## config.mk

```make
export PLATFORM = sky130hd
export DESIGN_NAME = pio_decoder
export DESIGN_NICKNAME = d
export VERILOG_FILES = /design/src/pio_pkg.sv /design/src/pio_port.sv /design/src/pio_decoder.sv
export VERILOG_INCLUDE_DIRS = /design/src /design/src/src
export SDC_FILE = /design/constraint.sdc
export NUM_CORES = 1
export LEC_CHECK = 0
export BUFFER_PORTS_ARGS = -buffer_cell sky130_fd_sc_hd__buf_2
export CAP_MARGIN = 30
export CORE_MARGIN = 4
export CORE_UTILIZATION = 23
export DETAILED_ROUTE_END_ITERATION = 6
export PLACE_DENSITY = 0.5
export SLEW_MARGIN = 20
export SYNTH_ARGS = -nofsm -noshare
export SYNTH_HDL_FRONTEND = slang
export SYNTH_HIERARCHICAL = 1
export SYNTH_SLANG_ARGS = --single-unit
```

## constraint.sdc

```tcl
create_clock -name i_ref_clk -period 2.5 [get_ports i_ref_clk]
set_input_delay 0.5 -clock i_ref_clk [delete_from_list [all_inputs] [get_ports i_ref_clk]]
set_output_delay 0.5 -clock i_ref_clk [all_outputs]
set_load 0.005 [all_outputs]
```

## src/pio_regs.svh

```systemverilog
`ifndef PIO_REGS_SVH
`define PIO_REGS_SVH
// Module addresses on the I/O bus.
`define PIO_ADDR_PORT1    4'h1
`define PIO_ADDR_PORT2    4'h2
`define PIO_ADDR_SYS      4'h3
`define PIO_ADDR_PORT4    4'h4
`define PIO_ADDR_PORT5    4'h5
`define PIO_ADDR_TIMER    4'h7
`define PIO_ADDR_AUXSW    4'h8
`define PIO_ADDR_SER_BUF  4'h9
`define PIO_ADDR_SER_STAT 4'hA
`define PIO_ADDR_VMON     4'hF
// Timer subport addresses.
`define PIO_SUB_T2C       4'h0
`define PIO_SUB_TIMER2_MODE_ONE      4'h1
`define PIO_SUB_TIMER2_MODE_TWO      4'h2
`define PIO_SUB_TIMER2_COMPARE_MODE      4'h3
`define PIO_SUB_TIMER2_COMPARE_ONE     4'h4
`define PIO_SUB_TIMER2_COMPARE_TWO     4'h5
`define PIO_SUB_TIMER1_CONTROL_ONE      4'h8
`define PIO_SUB_TIMER1_CONTROL_TWO      4'h9
`define PIO_SUB_WDC       4'hA
// Reset values; undefined bits are taken as zero.
`define PIO_RST_ONES4     4'hF
`define PIO_RST_ONES8     8'hFF
`define PIO_RST_ZERO4     4'h0
`define PIO_RST_PORT1     4'h9
`define PIO_RST_1X11      4'hB
`define PIO_RST_X111      4'h7
`define PIO_RD_UNDEF      4'h0
`endif

```

## src/pio_pkg.sv

```systemverilog
package pio_pkg;
  // One bus cycle from the core: IN or OUT with its module address.
  typedef struct packed {
    logic       rd;
    logic       wr;
    logic [3:0] addr;
    logic [3:0] data;
  } pio_req_t;

  // Timer block settings reached through the subport gateway.
  typedef struct packed {
    logic [3:0] t2_ctrl;
    logic [3:0] t2_mode_one;
    logic [3:0] t2_mode_two;
    logic [3:0] t2_cmp_mode;
    logic [3:0] t2_cmp_one;
    logic [7:0] t2_cmp_two;
    logic [3:0] t1_ctrl_one;
    logic [3:0] t1_ctrl_two;
    logic [3:0] wdog_ctrl;
  } pio_timer_cfg_t;

  typedef enum logic [1:0] {
    PIO_SUB_IDLE = 2'b01,
    PIO_SUB_SEL  = 2'b10
  } pio_sub_state_t;
endpackage

```

## src/pio_port.sv

```systemverilog
`timescale 1ns/1ps
`include "pio_regs.svh"
module pio_port import pio_pkg::*; #(
  parameter int         PORT_W = 4,
  parameter logic [3:0] RST_V  = `PIO_RST_ONES4
) (
  input  wire logic              i_ref_clk,  // System clock.
  input  wire logic              i_rst,      // Synchronous reset.
  input  wire logic              i_wr,       // Data register write strobe.
  input  wire logic [PORT_W-1:0] i_wdata,    // Nibble to store.
  input  wire logic [PORT_W-1:0] i_drive,    // One per pin that drives.
  input  wire logic [PORT_W-1:0] i_pin,      // Pin levels.
  output logic      [PORT_W-1:0] o_pin,      // Pin output values.
  output logic      [PORT_W-1:0] o_pin_oe_n, // Low while a pin drives.
  output logic      [PORT_W-1:0] o_rd        // Pin levels for reads.
);
  logic [PORT_W-1:0] data_r;

  if (PORT_W != 4) begin : g_bad_width
    $error("pio_port serves four-bit ports only");
  end

  // Each pin has its own direction; reads see the pin even when driving.
  assign o_pin      = data_r;
  assign o_pin_oe_n = ~i_drive;
  assign o_rd       = i_pin;

  // The data latch holds the last written nibble.
  always_ff @(posedge i_ref_clk) begin
    if (i_rst) begin
      data_r <= RST_V;
    end else if (i_wr) begin
      data_r <= i_wdata;
    end
  end
endmodule

```

## src/pio_decoder.sv

```systemverilog
`timescale 1ns/1ps
`include "pio_regs.svh"
// Overview of operation
// - Decode four-bit module address per IN/OUT.
// - Lone access hits the primary register.
// - Switch module write redirects next access to the named module auxiliary.
// - Byte registers move as successive nibble accesses.
// - Extended module holds sixteen indirect subports.
// - OUT subaddress first, then access subport.
// - Module seven is the timer subport gateway.
// - Timer compare two: byte, resets all ones.
// - Module two: port data, direction auxiliary.
// - Module one: port data, reset 1xx1.
// - Port four/five modes: byte, write-only, ones.
// - Module nine: serial buffers, control one auxiliary.
// - Module A: serial status/control, control two.
// - Module F: monitor control write, status read.
// - Ports 2, 4 and 5 are four pins, each own direction.
// - Data primary, control auxiliary, same address.
// - Byte control loads low nibble then high.
module pio_decoder import pio_pkg::*; #(
  parameter int PORT_W = 4
) (
  input  wire logic              i_ref_clk,      // System clock, 25 MHz.
  input  wire logic              i_rst,          // Synchronous reset.
  input  wire pio_req_t          i_io_req,       // IN/OUT request, one cycle.
  output logic      [3:0]        o_io_rdata,     // IN data, registered.
  output logic                   o_io_rvalid,    // IN data valid pulse.
  input  wire logic [PORT_W-1:0] i_port1_in,     // Port 1 input data.
  output logic      [3:0]        o_port1_data,   // Port 1 data latch.
  input  wire logic [PORT_W-1:0] i_port2_pin,    // Port 2 pin levels.
  output logic      [PORT_W-1:0] o_port2_pin,    // Port 2 outputs.
  output logic      [PORT_W-1:0] o_port2_oe_n,   // Port 2 enables, low drives.
  input  wire logic [PORT_W-1:0] i_port4_pin,    // Port 4 pin levels.
  output logic      [PORT_W-1:0] o_port4_pin,    // Port 4 outputs.
  output logic      [PORT_W-1:0] o_port4_oe_n,   // Port 4 enables, low drives.
  output logic      [7:0]        o_port4_mode,   // Port 4 mode byte.
  input  wire logic [PORT_W-1:0] i_port5_pin,    // Port 5 pin levels.
  output logic      [PORT_W-1:0] o_port5_pin,    // Port 5 outputs.
  output logic      [PORT_W-1:0] o_port5_oe_n,   // Port 5 enables, low drives.
  output logic      [7:0]        o_port5_mode,   // Port 5 mode byte.
  output logic      [3:0]        o_system_config,// System configuration.
  output logic      [3:0]        o_clock_manage, // Clock management.
  output logic                   o_wdog_kick,    // Watchdog kick pulse.
  output pio_timer_cfg_t         o_timer_cfg,    // Timer subport registers.
  output logic      [7:0]        o_serial_tx,    // Serial transmit byte.
  output logic                   o_serial_tx_ld, // Transmit byte complete.
  input  wire logic [7:0]        i_serial_rx,    // Serial receive byte.
  output logic      [3:0]        o_serial_ctl1,  // Serial control one.
  output logic      [3:0]        o_serial_ctl2,  // Serial control two.
  output logic      [3:0]        o_serial_sc,    // Serial status/control.
  input  wire logic [3:0]        i_serial_stat,  // Serial status bits.
  output logic      [3:0]        o_vmon_ctrl,    // Monitor control.
  input  wire logic [3:0]        i_vmon_stat     // Monitor status bits.
);
  if (PORT_W != 4) begin : g_bad_width
    $error("pio_decoder serves four-bit ports only");
  end

  ////////////////////////////////////////////////////////////////////////////
  // Decode of the request.

  logic           aux_pend_r;
  logic [3:0]     aux_mod_r;
  logic           nib_hi_r;
  logic [4:0]     nib_key_r;
  logic           nib_wr_r;
  logic [3:0]     sub_addr_r;
  pio_sub_state_t sub_state_r;
  pio_sub_state_t sub_state_nxt;
  logic [3:0]     port1_r;
  logic [3:0]     p2dir_r;
  logic [7:0]     p4mode_r;
  logic [7:0]     p5mode_r;
  pio_timer_cfg_t timer_r;
  logic [7:0]     stx_r;
  logic           stx_ld_r;
  logic [3:0]     sc_r;
  logic [3:0]     cm_r;
  logic           kick_r;
  logic [3:0]     serial_control_one_r;
  logic [3:0]     serial_control_two_r;
  logic [3:0]     serial_status_control_r;
  logic [3:0]     vmc_r;
  logic [3:0]     rdata_r;
  logic           rvalid_r;
  logic [3:0]     p2_rd;
  logic [3:0]     p4_rd;
  logic [3:0]     p5_rd;

  // A pin drives when its two mode bits are both zero.
  function automatic logic [3:0] pio_mode_drive(input logic [7:0] mode);
    logic [3:0] d;
    d = 4'h0;
    for (int i = 0; i < 4; i++) begin
      d[i] = ~(mode[2*i] | mode[2*i+1]);
    end
    return d;
  endfunction

  // Place a nibble in the low or high half of a byte.
  function automatic logic [7:0] pio_put_nib(input logic [7:0] b, input logic hi,
                                             input logic [3:0] n);
    return hi ? {n, b[3:0]} : {b[7:4], n};
  endfunction

  wire       acc      = i_io_req.rd | i_io_req.wr;
  wire [3:0] addr     = i_io_req.addr;
  wire [3:0] wd       = i_io_req.data;
  wire       aux_hit  = aux_pend_r && (aux_mod_r == addr);
  wire       is_prim  = acc && !aux_hit;
  wire       is_aux   = acc && aux_hit;
  wire       sub_live = (addr == `PIO_ADDR_TIMER) && (sub_state_r == PIO_SUB_SEL);
  wire       sub_acc  = acc && sub_live;
  wire       sub_set  = i_io_req.wr && (addr == `PIO_ADDR_TIMER) &&
                        (sub_state_r == PIO_SUB_IDLE);
  // Byte-wide targets: serial buffers, port modes, timer compare two.
  wire       byte_acc = (is_prim && addr == `PIO_ADDR_SER_BUF) ||
                        (is_aux && (addr == `PIO_ADDR_PORT4 || addr == `PIO_ADDR_PORT5)) ||
                        (sub_acc && sub_addr_r == `PIO_SUB_TIMER2_COMPARE_TWO);
  wire [4:0] key      = {aux_hit, addr};
  // An IN never pairs with an OUT, so a lone OUT after a read stays a low nibble.
  wire       hi_phase = nib_hi_r && (nib_key_r == key) && (nib_wr_r == i_io_req.wr);
  wire       byte_end = byte_acc && hi_phase;
  wire       unit_end = !byte_acc || byte_end;
  wire       aux_done = is_aux && unit_end;
  wire       sub_done = sub_acc && unit_end;

  // Write strobes per register.
  wire w        = i_io_req.wr;
  wire wp       = w && !aux_hit;
  wire wa       = w && aux_hit;
  wire w_port1  = wp && addr == `PIO_ADDR_PORT1;
  wire w_port2_data  = wp && addr == `PIO_ADDR_PORT2;
  wire w_p2dir  = wa && addr == `PIO_ADDR_PORT2;
  wire w_port4_data  = wp && addr == `PIO_ADDR_PORT4;
  wire w_port5_data  = wp && addr == `PIO_ADDR_PORT5;
  wire w_p4mode = wa && addr == `PIO_ADDR_PORT4;
  wire w_p5mode = wa && addr == `PIO_ADDR_PORT5;
  wire w_sc     = wp && addr == `PIO_ADDR_SYS;
  wire w_cm     = wa && addr == `PIO_ADDR_SYS;
  wire w_asw    = w && addr == `PIO_ADDR_AUXSW;
  wire w_stx    = wp && addr == `PIO_ADDR_SER_BUF;
  wire w_serial_control_one   = wa && addr == `PIO_ADDR_SER_BUF;
  wire w_serial_status_control   = wp && addr == `PIO_ADDR_SER_STAT;
  wire w_serial_control_two   = wa && addr == `PIO_ADDR_SER_STAT;
  wire w_vmc    = wp && addr == `PIO_ADDR_VMON;
  wire w_sub    = w && sub_live;
  wire r_kick   = i_io_req.rd && !aux_hit && addr == `PIO_ADDR_SYS;

  ////////////////////////////////////////////////////////////////////////////
  // Read selection; reserved and write-only places read as zero.

  wire [3:0] rx_nib = hi_phase ? i_serial_rx[7:4] : i_serial_rx[3:0];
  logic [3:0] rd_mux;
  always_comb begin
    rd_mux = `PIO_RD_UNDEF;
    if (is_prim && !sub_live) begin
      unique case (addr)
        `PIO_ADDR_PORT1:    rd_mux = i_port1_in;
        `PIO_ADDR_PORT2:    rd_mux = p2_rd;
        `PIO_ADDR_PORT4:    rd_mux = p4_rd;
        `PIO_ADDR_PORT5:    rd_mux = p5_rd;
        `PIO_ADDR_SER_BUF:  rd_mux = rx_nib;
        `PIO_ADDR_SER_STAT: rd_mux = i_serial_stat;
        `PIO_ADDR_VMON:     rd_mux = i_vmon_stat;
        default:            rd_mux = `PIO_RD_UNDEF;
      endcase
    end else if (is_aux && addr == `PIO_ADDR_SYS) begin
      rd_mux = cm_r;
    end
  end

  ////////////////////////////////////////////////////////////////////////////
  // Auxiliary switch, nibble phase and subport sequencing.

  // The switch survives the low nibble of a byte so both halves land.
  always_ff @(posedge i_ref_clk) begin
    if (i_rst) begin
      aux_pend_r <= 1'b0;
      aux_mod_r  <= `PIO_RST_ONES4;
    end else if (w_asw) begin
      aux_pend_r <= 1'b1;
      aux_mod_r  <= wd;
    end else if (aux_done) begin
      aux_pend_r <= 1'b0;
    end
  end

  // Any other access restarts a half-done byte at its low nibble.
  always_ff @(posedge i_ref_clk) begin
    if (i_rst) begin
      nib_hi_r  <= 1'b0;
      nib_key_r <= 5'h00;
      nib_wr_r  <= 1'b0;
    end else if (acc) begin
      nib_hi_r  <= byte_acc && !hi_phase;
      nib_key_r <= key;
      nib_wr_r  <= i_io_req.wr;
    end
  end

  always_comb begin
    sub_state_nxt = sub_state_r;
    unique case (sub_state_r)
      PIO_SUB_IDLE: if (sub_set) sub_state_nxt = PIO_SUB_SEL;
      PIO_SUB_SEL:  if (sub_done) sub_state_nxt = PIO_SUB_IDLE;
      default:      sub_state_nxt = PIO_SUB_IDLE;
    endcase
  end

  always_ff @(posedge i_ref_clk) begin
    if (i_rst) begin
      sub_state_r <= PIO_SUB_IDLE;
      sub_addr_r  <= `PIO_RST_ZERO4;
    end else begin
      sub_state_r <= sub_state_nxt;
      if (sub_set) sub_addr_r <= wd;
    end
  end

  ////////////////////////////////////////////////////////////////////////////
  // Timer subport bank; reserved subports drop their writes.

  always_ff @(posedge i_ref_clk) begin
    if (i_rst) begin
      timer_r <= '{`PIO_RST_ZERO4, `PIO_RST_ONES4, `PIO_RST_ONES4, `PIO_RST_ZERO4,
                   `PIO_RST_ONES4, `PIO_RST_ONES8, `PIO_RST_ONES4, `PIO_RST_X111,
                   `PIO_RST_ONES4};
    end else if (w_sub) begin
      unique case (sub_addr_r)
        `PIO_SUB_T2C:   timer_r.t2_ctrl     <= wd;
        `PIO_SUB_TIMER2_MODE_ONE:  timer_r.t2_mode_one <= wd;
        `PIO_SUB_TIMER2_MODE_TWO:  timer_r.t2_mode_two <= wd;
        `PIO_SUB_TIMER2_COMPARE_MODE:  timer_r.t2_cmp_mode <= wd;
        `PIO_SUB_TIMER2_COMPARE_ONE: timer_r.t2_cmp_one  <= wd;
        `PIO_SUB_TIMER2_COMPARE_TWO: timer_r.t2_cmp_two  <= pio_put_nib(timer_r.t2_cmp_two, hi_phase, wd);
        `PIO_SUB_TIMER1_CONTROL_ONE:  timer_r.t1_ctrl_one <= wd;
        `PIO_SUB_TIMER1_CONTROL_TWO:  timer_r.t1_ctrl_two <= wd;
        `PIO_SUB_WDC:   timer_r.wdog_ctrl   <= wd;
        default:        timer_r             <= timer_r;
      endcase
    end
  end

  ////////////////////////////////////////////////////////////////////////////
  // Plain registers of the other modules.

  always_ff @(posedge i_ref_clk) begin
    if (i_rst) begin
      port1_r  <= `PIO_RST_PORT1;
      p2dir_r  <= `PIO_RST_ONES4;
      p4mode_r <= `PIO_RST_ONES8;
      p5mode_r <= `PIO_RST_ONES8;
      sc_r     <= `PIO_RST_1X11;
      cm_r     <= `PIO_RST_ONES4;
      serial_control_one_r   <= `PIO_RST_ONES4;
      serial_control_two_r   <= `PIO_RST_ONES4;
      serial_status_control_r   <= `PIO_RST_1X11;
      vmc_r    <= `PIO_RST_ONES4;
    end else begin
      if (w_port1)  port1_r  <= wd;
      if (w_p2dir)  p2dir_r  <= wd;
      if (w_p4mode) p4mode_r <= pio_put_nib(p4mode_r, hi_phase, wd);
      if (w_p5mode) p5mode_r <= pio_put_nib(p5mode_r, hi_phase, wd);
      if (w_sc)     sc_r     <= wd;
      if (w_cm)     cm_r     <= wd;
      if (w_serial_control_one)   serial_control_one_r   <= wd;
      if (w_serial_control_two)   serial_control_two_r   <= wd;
      if (w_serial_status_control)   serial_status_control_r   <= wd;
      if (w_vmc)    vmc_r    <= wd;
    end
  end

  // The transmit load pulse marks the high nibble, so the byte is whole.
  always_ff @(posedge i_ref_clk) begin
    if (i_rst) begin
      stx_r    <= 8'h00;
      stx_ld_r <= 1'b0;
      kick_r   <= 1'b0;
      rdata_r  <= `PIO_RD_UNDEF;
      rvalid_r <= 1'b0;
    end else begin
      if (w_stx) stx_r <= pio_put_nib(stx_r, hi_phase, wd);
      stx_ld_r <= w_stx && hi_phase;
      kick_r   <= r_kick;
      rdata_r  <= i_io_req.rd ? rd_mux : rdata_r;
      rvalid_r <= i_io_req.rd;
    end
  end

  ////////////////////////////////////////////////////////////////////////////
  // Ports with their pin stages.

  pio_port #(.PORT_W(PORT_W), .RST_V(`PIO_RST_ONES4)) u_port2 (
    .i_ref_clk(i_ref_clk), .i_rst(i_rst), .i_wr(w_port2_data), .i_wdata(wd),
    .i_drive(~p2dir_r), .i_pin(i_port2_pin), .o_pin(o_port2_pin),
    .o_pin_oe_n(o_port2_oe_n), .o_rd(p2_rd));
  pio_port #(.PORT_W(PORT_W), .RST_V(`PIO_RST_ONES4)) u_port4 (
    .i_ref_clk(i_ref_clk), .i_rst(i_rst), .i_wr(w_port4_data), .i_wdata(wd),
    .i_drive(pio_mode_drive(p4mode_r)), .i_pin(i_port4_pin), .o_pin(o_port4_pin),
    .o_pin_oe_n(o_port4_oe_n), .o_rd(p4_rd));
  pio_port #(.PORT_W(PORT_W), .RST_V(`PIO_RST_ONES4)) u_port5 (
    .i_ref_clk(i_ref_clk), .i_rst(i_rst), .i_wr(w_port5_data), .i_wdata(wd),
    .i_drive(pio_mode_drive(p5mode_r)), .i_pin(i_port5_pin), .o_pin(o_port5_pin),
    .o_pin_oe_n(o_port5_oe_n), .o_rd(p5_rd));

  // Outputs straight from registers.
  assign o_io_rdata      = rdata_r;
  assign o_io_rvalid     = rvalid_r;
  assign o_port1_data    = port1_r;
  assign o_port4_mode    = p4mode_r;
  assign o_port5_mode    = p5mode_r;
  assign o_system_config = sc_r;
  assign o_clock_manage  = cm_r;
  assign o_wdog_kick     = kick_r;
  assign o_timer_cfg     = timer_r;
  assign o_serial_tx     = stx_r;
  assign o_serial_tx_ld  = stx_ld_r;
  assign o_serial_ctl1   = serial_control_one_r;
  assign o_serial_ctl2   = serial_control_two_r;
  assign o_serial_sc     = serial_status_control_r;
  assign o_vmon_ctrl     = vmc_r;
endmodule

```

==> metrics.yaml <==
synthesis:
  synth_edf_count: 0
  synth_nets: 679
  ys_seq_area_share_pct: 45.8
  synth_flop_cell: "dfxtp_1"
  synth-xor-area-share_pct: 1.66
  synth_fa_ha_area_share_pct: 0
  avgSynthCellArea_um2: 9.16
  synthArstFlopShare_pct: 0
  synth-simple-area-share_pct: 20.9
  ys_ff_latch: 133
  synth_compound_area_share_pct: 14.5
  synth_top_family_by_area: "simple AND/OR/NAND/NOR gates"
  ys_types: 56
  synth_mux_area_share_pct: 10.7
  yosysWarnings: 6
  syn_area_um2: 5820
  syn-instance-count: 635
clock_tree:
  clk_latency_ps: 420
  clockBufferDepth: 2
  root_buffer: "clkbuf_16"
  cts_resized: 0
  clock-sinks: 133
  cts_buffers: 17
  cts_setup_buffers: 0
  clkTransAtPathRegs_ps: 60
  tritoncts: "yes"
  htreeDepth: 4
  cts_hold_buffers: 0
pwr:
  combinationalPowerShare_pct: 6.3
  internal_power_mw: 3.94
  pwr-share-clk_pct: 51.9
  p_sw_share_pct: 23.8
  leakage_nw: 3.38
  peakVddDrop_uv: 378
  p_sw_mw: 1.23
  power_density_nw_per_um2: 671
  seq_power_share_pct: 41.8
timing:
  slew_violations: 0
  finalHoldViolCount: 0
  fmax_ghz: 0.470
  relSlewSlack_pct: 47.9
  worstMarginPinSlew_ps: 772
  post-route-min-period_ps: 2130
  fin_skew_ps: 7.66
  setup_violations: 0
  finalCritPeriodShare_pct: 85.1
  tns_ps: 0
  rsz0062_at_grt: "false"
cells_and_area:
  final_cell_mix: "166 x buf_2, 133 x dfxtp_1, 94 x nand2_1, 74 x nor2_1, 59 x mux2i_1"
  multi_input_area_um2: 2780
  final_common_cell: "buf_2"
  antenna_cells: 0
  fillCellCount: 2616
  syn2layout_area_growth_pct: 32.5
  final_nets: 852
  drive_gt1_share_pct: 31.3
  ff_latch_area_um2: 2660
  fin_cells: 1145
route:
  dr.pass1.iters: 4
  antenna_left: 0
  post_drt_via_cell_ratio: 4.49
  dr.first_iter.drc_count: 343
  wl_mm: 19.2
  drc: 0
  vias: 5139
  routedWlPerCell_um: 16.8
setup_path:
  cp.required_ps: 2810
  r2r_cells: 6
  reg2reg_setup_slack_ps: 370
  cp_max_fo: 8
  critPathLaunchType: "flop"
  worstSetupPathType: "flop to flop"
  startpoint: "aux_mod_r[0]"
  critPathArrivalTime_ps: 2430
  timing.rr.start: "aux_mod_r[0]"
  r2r-end: "sub_state_r[0]"
  crit_path_end_kind: "flop"
  crit_path_end: "sub_state_r[0]"
place:
  numPlacedInstances: 1113
  dp_hpwl_mm: 14.0
  gp_congestion: 0.870
  io_buffers: 166
grt:
  track_usage_pct: 13.8
  met2_usage_pct: 22.7
  use_met1_pct: 17.2
  grt_pass1_wl_mm: 30.0
  use_met3_pct: 3.96
  busiest_layer: "met2"
  antenna_found_initial: 0
  grt_pass1_vias: 5121
  grt_start_max_net_pins: 28
  grt-ovfl-total: 0
status:
  status: "completed"
floorplan:
  die_h_um: 167
  initial_core_util_pct: 23.6
  die_area_um2: 27900
  core_region_area_um2: 24600
  placementRows: 57
  fp.dieW_um: 167
  io_pins: 167
run:
  maxCapViolCount: 0
min_path:
  min_path_type: "input pin to flop"
-- per-layer routing --
layer,vias up,routed length [um]
li1,2590,-
met1,2397,8590
met2,132,9240
met3,20,1060
met4,0,311
met5,-,0
-- flip-flops by register name (all words and copies together), names as in the netlist, 2 cells and up --
name and cells:
o_system_config 4, o_clock_manage 4, o_port4_mode 8, o_vmon_ctrl 4, o_serial_sc 4, u_port2/o_pin 4
o_port1_data 4, p2dir_r 4, aux_mod_r 4, sub_addr_r 4, o_io_rdata 4, o_timer_cfg 40
nib_key_r 5, o_serial_ctl2 4, o_serial_tx 8, sub_state_r 2, o_serial_ctl1 4, u_port5/o_pin 4
o_port5_mode 8, u_port4/o_pin 4
-- final cells by class --
cell class              instances  share of cell area [%]
well taps                     324                    5.26
multi-input cells             424                    36.1
clock inverters                15                    2.61
clock buffers                  17                    5.52
inverters                      25                    1.22
repair buffers                207                    14.8
flip-flops and latches        133                    34.6
-- power by group through the flow --
stage / registers (mW) / clock network [mW] / logic, mW
after global placement: 2.21 / 0 / 0.331
after detailed placement: 2.21 / 0 / 0.333
after global routing: 2.16 / 2.84 / 0.364
after CTS: 2.16 / 2.76 / 0.334
after floorplan: 2.20 / 0 / 0.200
final: 2.16 / 2.68 / 0.327
-- worst max-delay path: stages, from the launching register on --
cell	delay [ps]
dfxtp_1	330
xnor2_1	240
nand4_2	240
buf_4	210
o41ai_1	520
nor2_1	160
o31a_1	300
-- metrics by stage --
step	total power, mW	hold slack (ps)	instance area (um^2)	worst slack [ps]	utilization, %
after floorplan	2.40	444	5820	367	-
after global placement	2.54	450	7080	-25.1	28.8
after detailed placement	2.54	453	7080	-60.5	28.8
after CTS	5.25	417	7710	391	31.3
after global routing	5.36	452	7710	252	31.3
final	5.17	442	7710	372	31.3
-- synthesized netlist by cell type, drive strengths merged, types with 9 or more instances --
master	instances	area [um^2]
dfxtp	133	2660
nand2	94	353
nor2	74	278
mux2i	59	591
o211ai	49	368
clkbuf	27	101
buf	26	179
inv	24	90.1
nor2b	18	113
a211o	15	131
nand4	10	68.8
a21oi	9	45.0
xnor2	9	78.8
-- worst min-delay path by stage --
stage,start,cells past startpoint,slack [ps],end
5_1_grt,i_serial_rx[4],4,450,o_io_rdata[0]
3_3_place_gp,o_timer_cfg[33],2,450,o_timer_cfg[33]
6_report,i_serial_rx[4],4,440,o_io_rdata[0]
2_1_floorplan,nib_key_r[2],2,440,nib_key_r[2]
4_1_cts,i_serial_rx[4],4,420,o_io_rdata[0]
3_5_place_dp,o_serial_tx[0],2,450,o_serial_tx[0]
-- cell families after synthesis --
family / count (synthesis)
AO/OA/AOI/OAI: 109
multiplexers: 61
AND/OR/NAND/NOR: 243
flip-flops: 133
buffers and inverters: 78
XOR/XNOR: 11
Note: power is estimated with default switching activity, not from simulation.
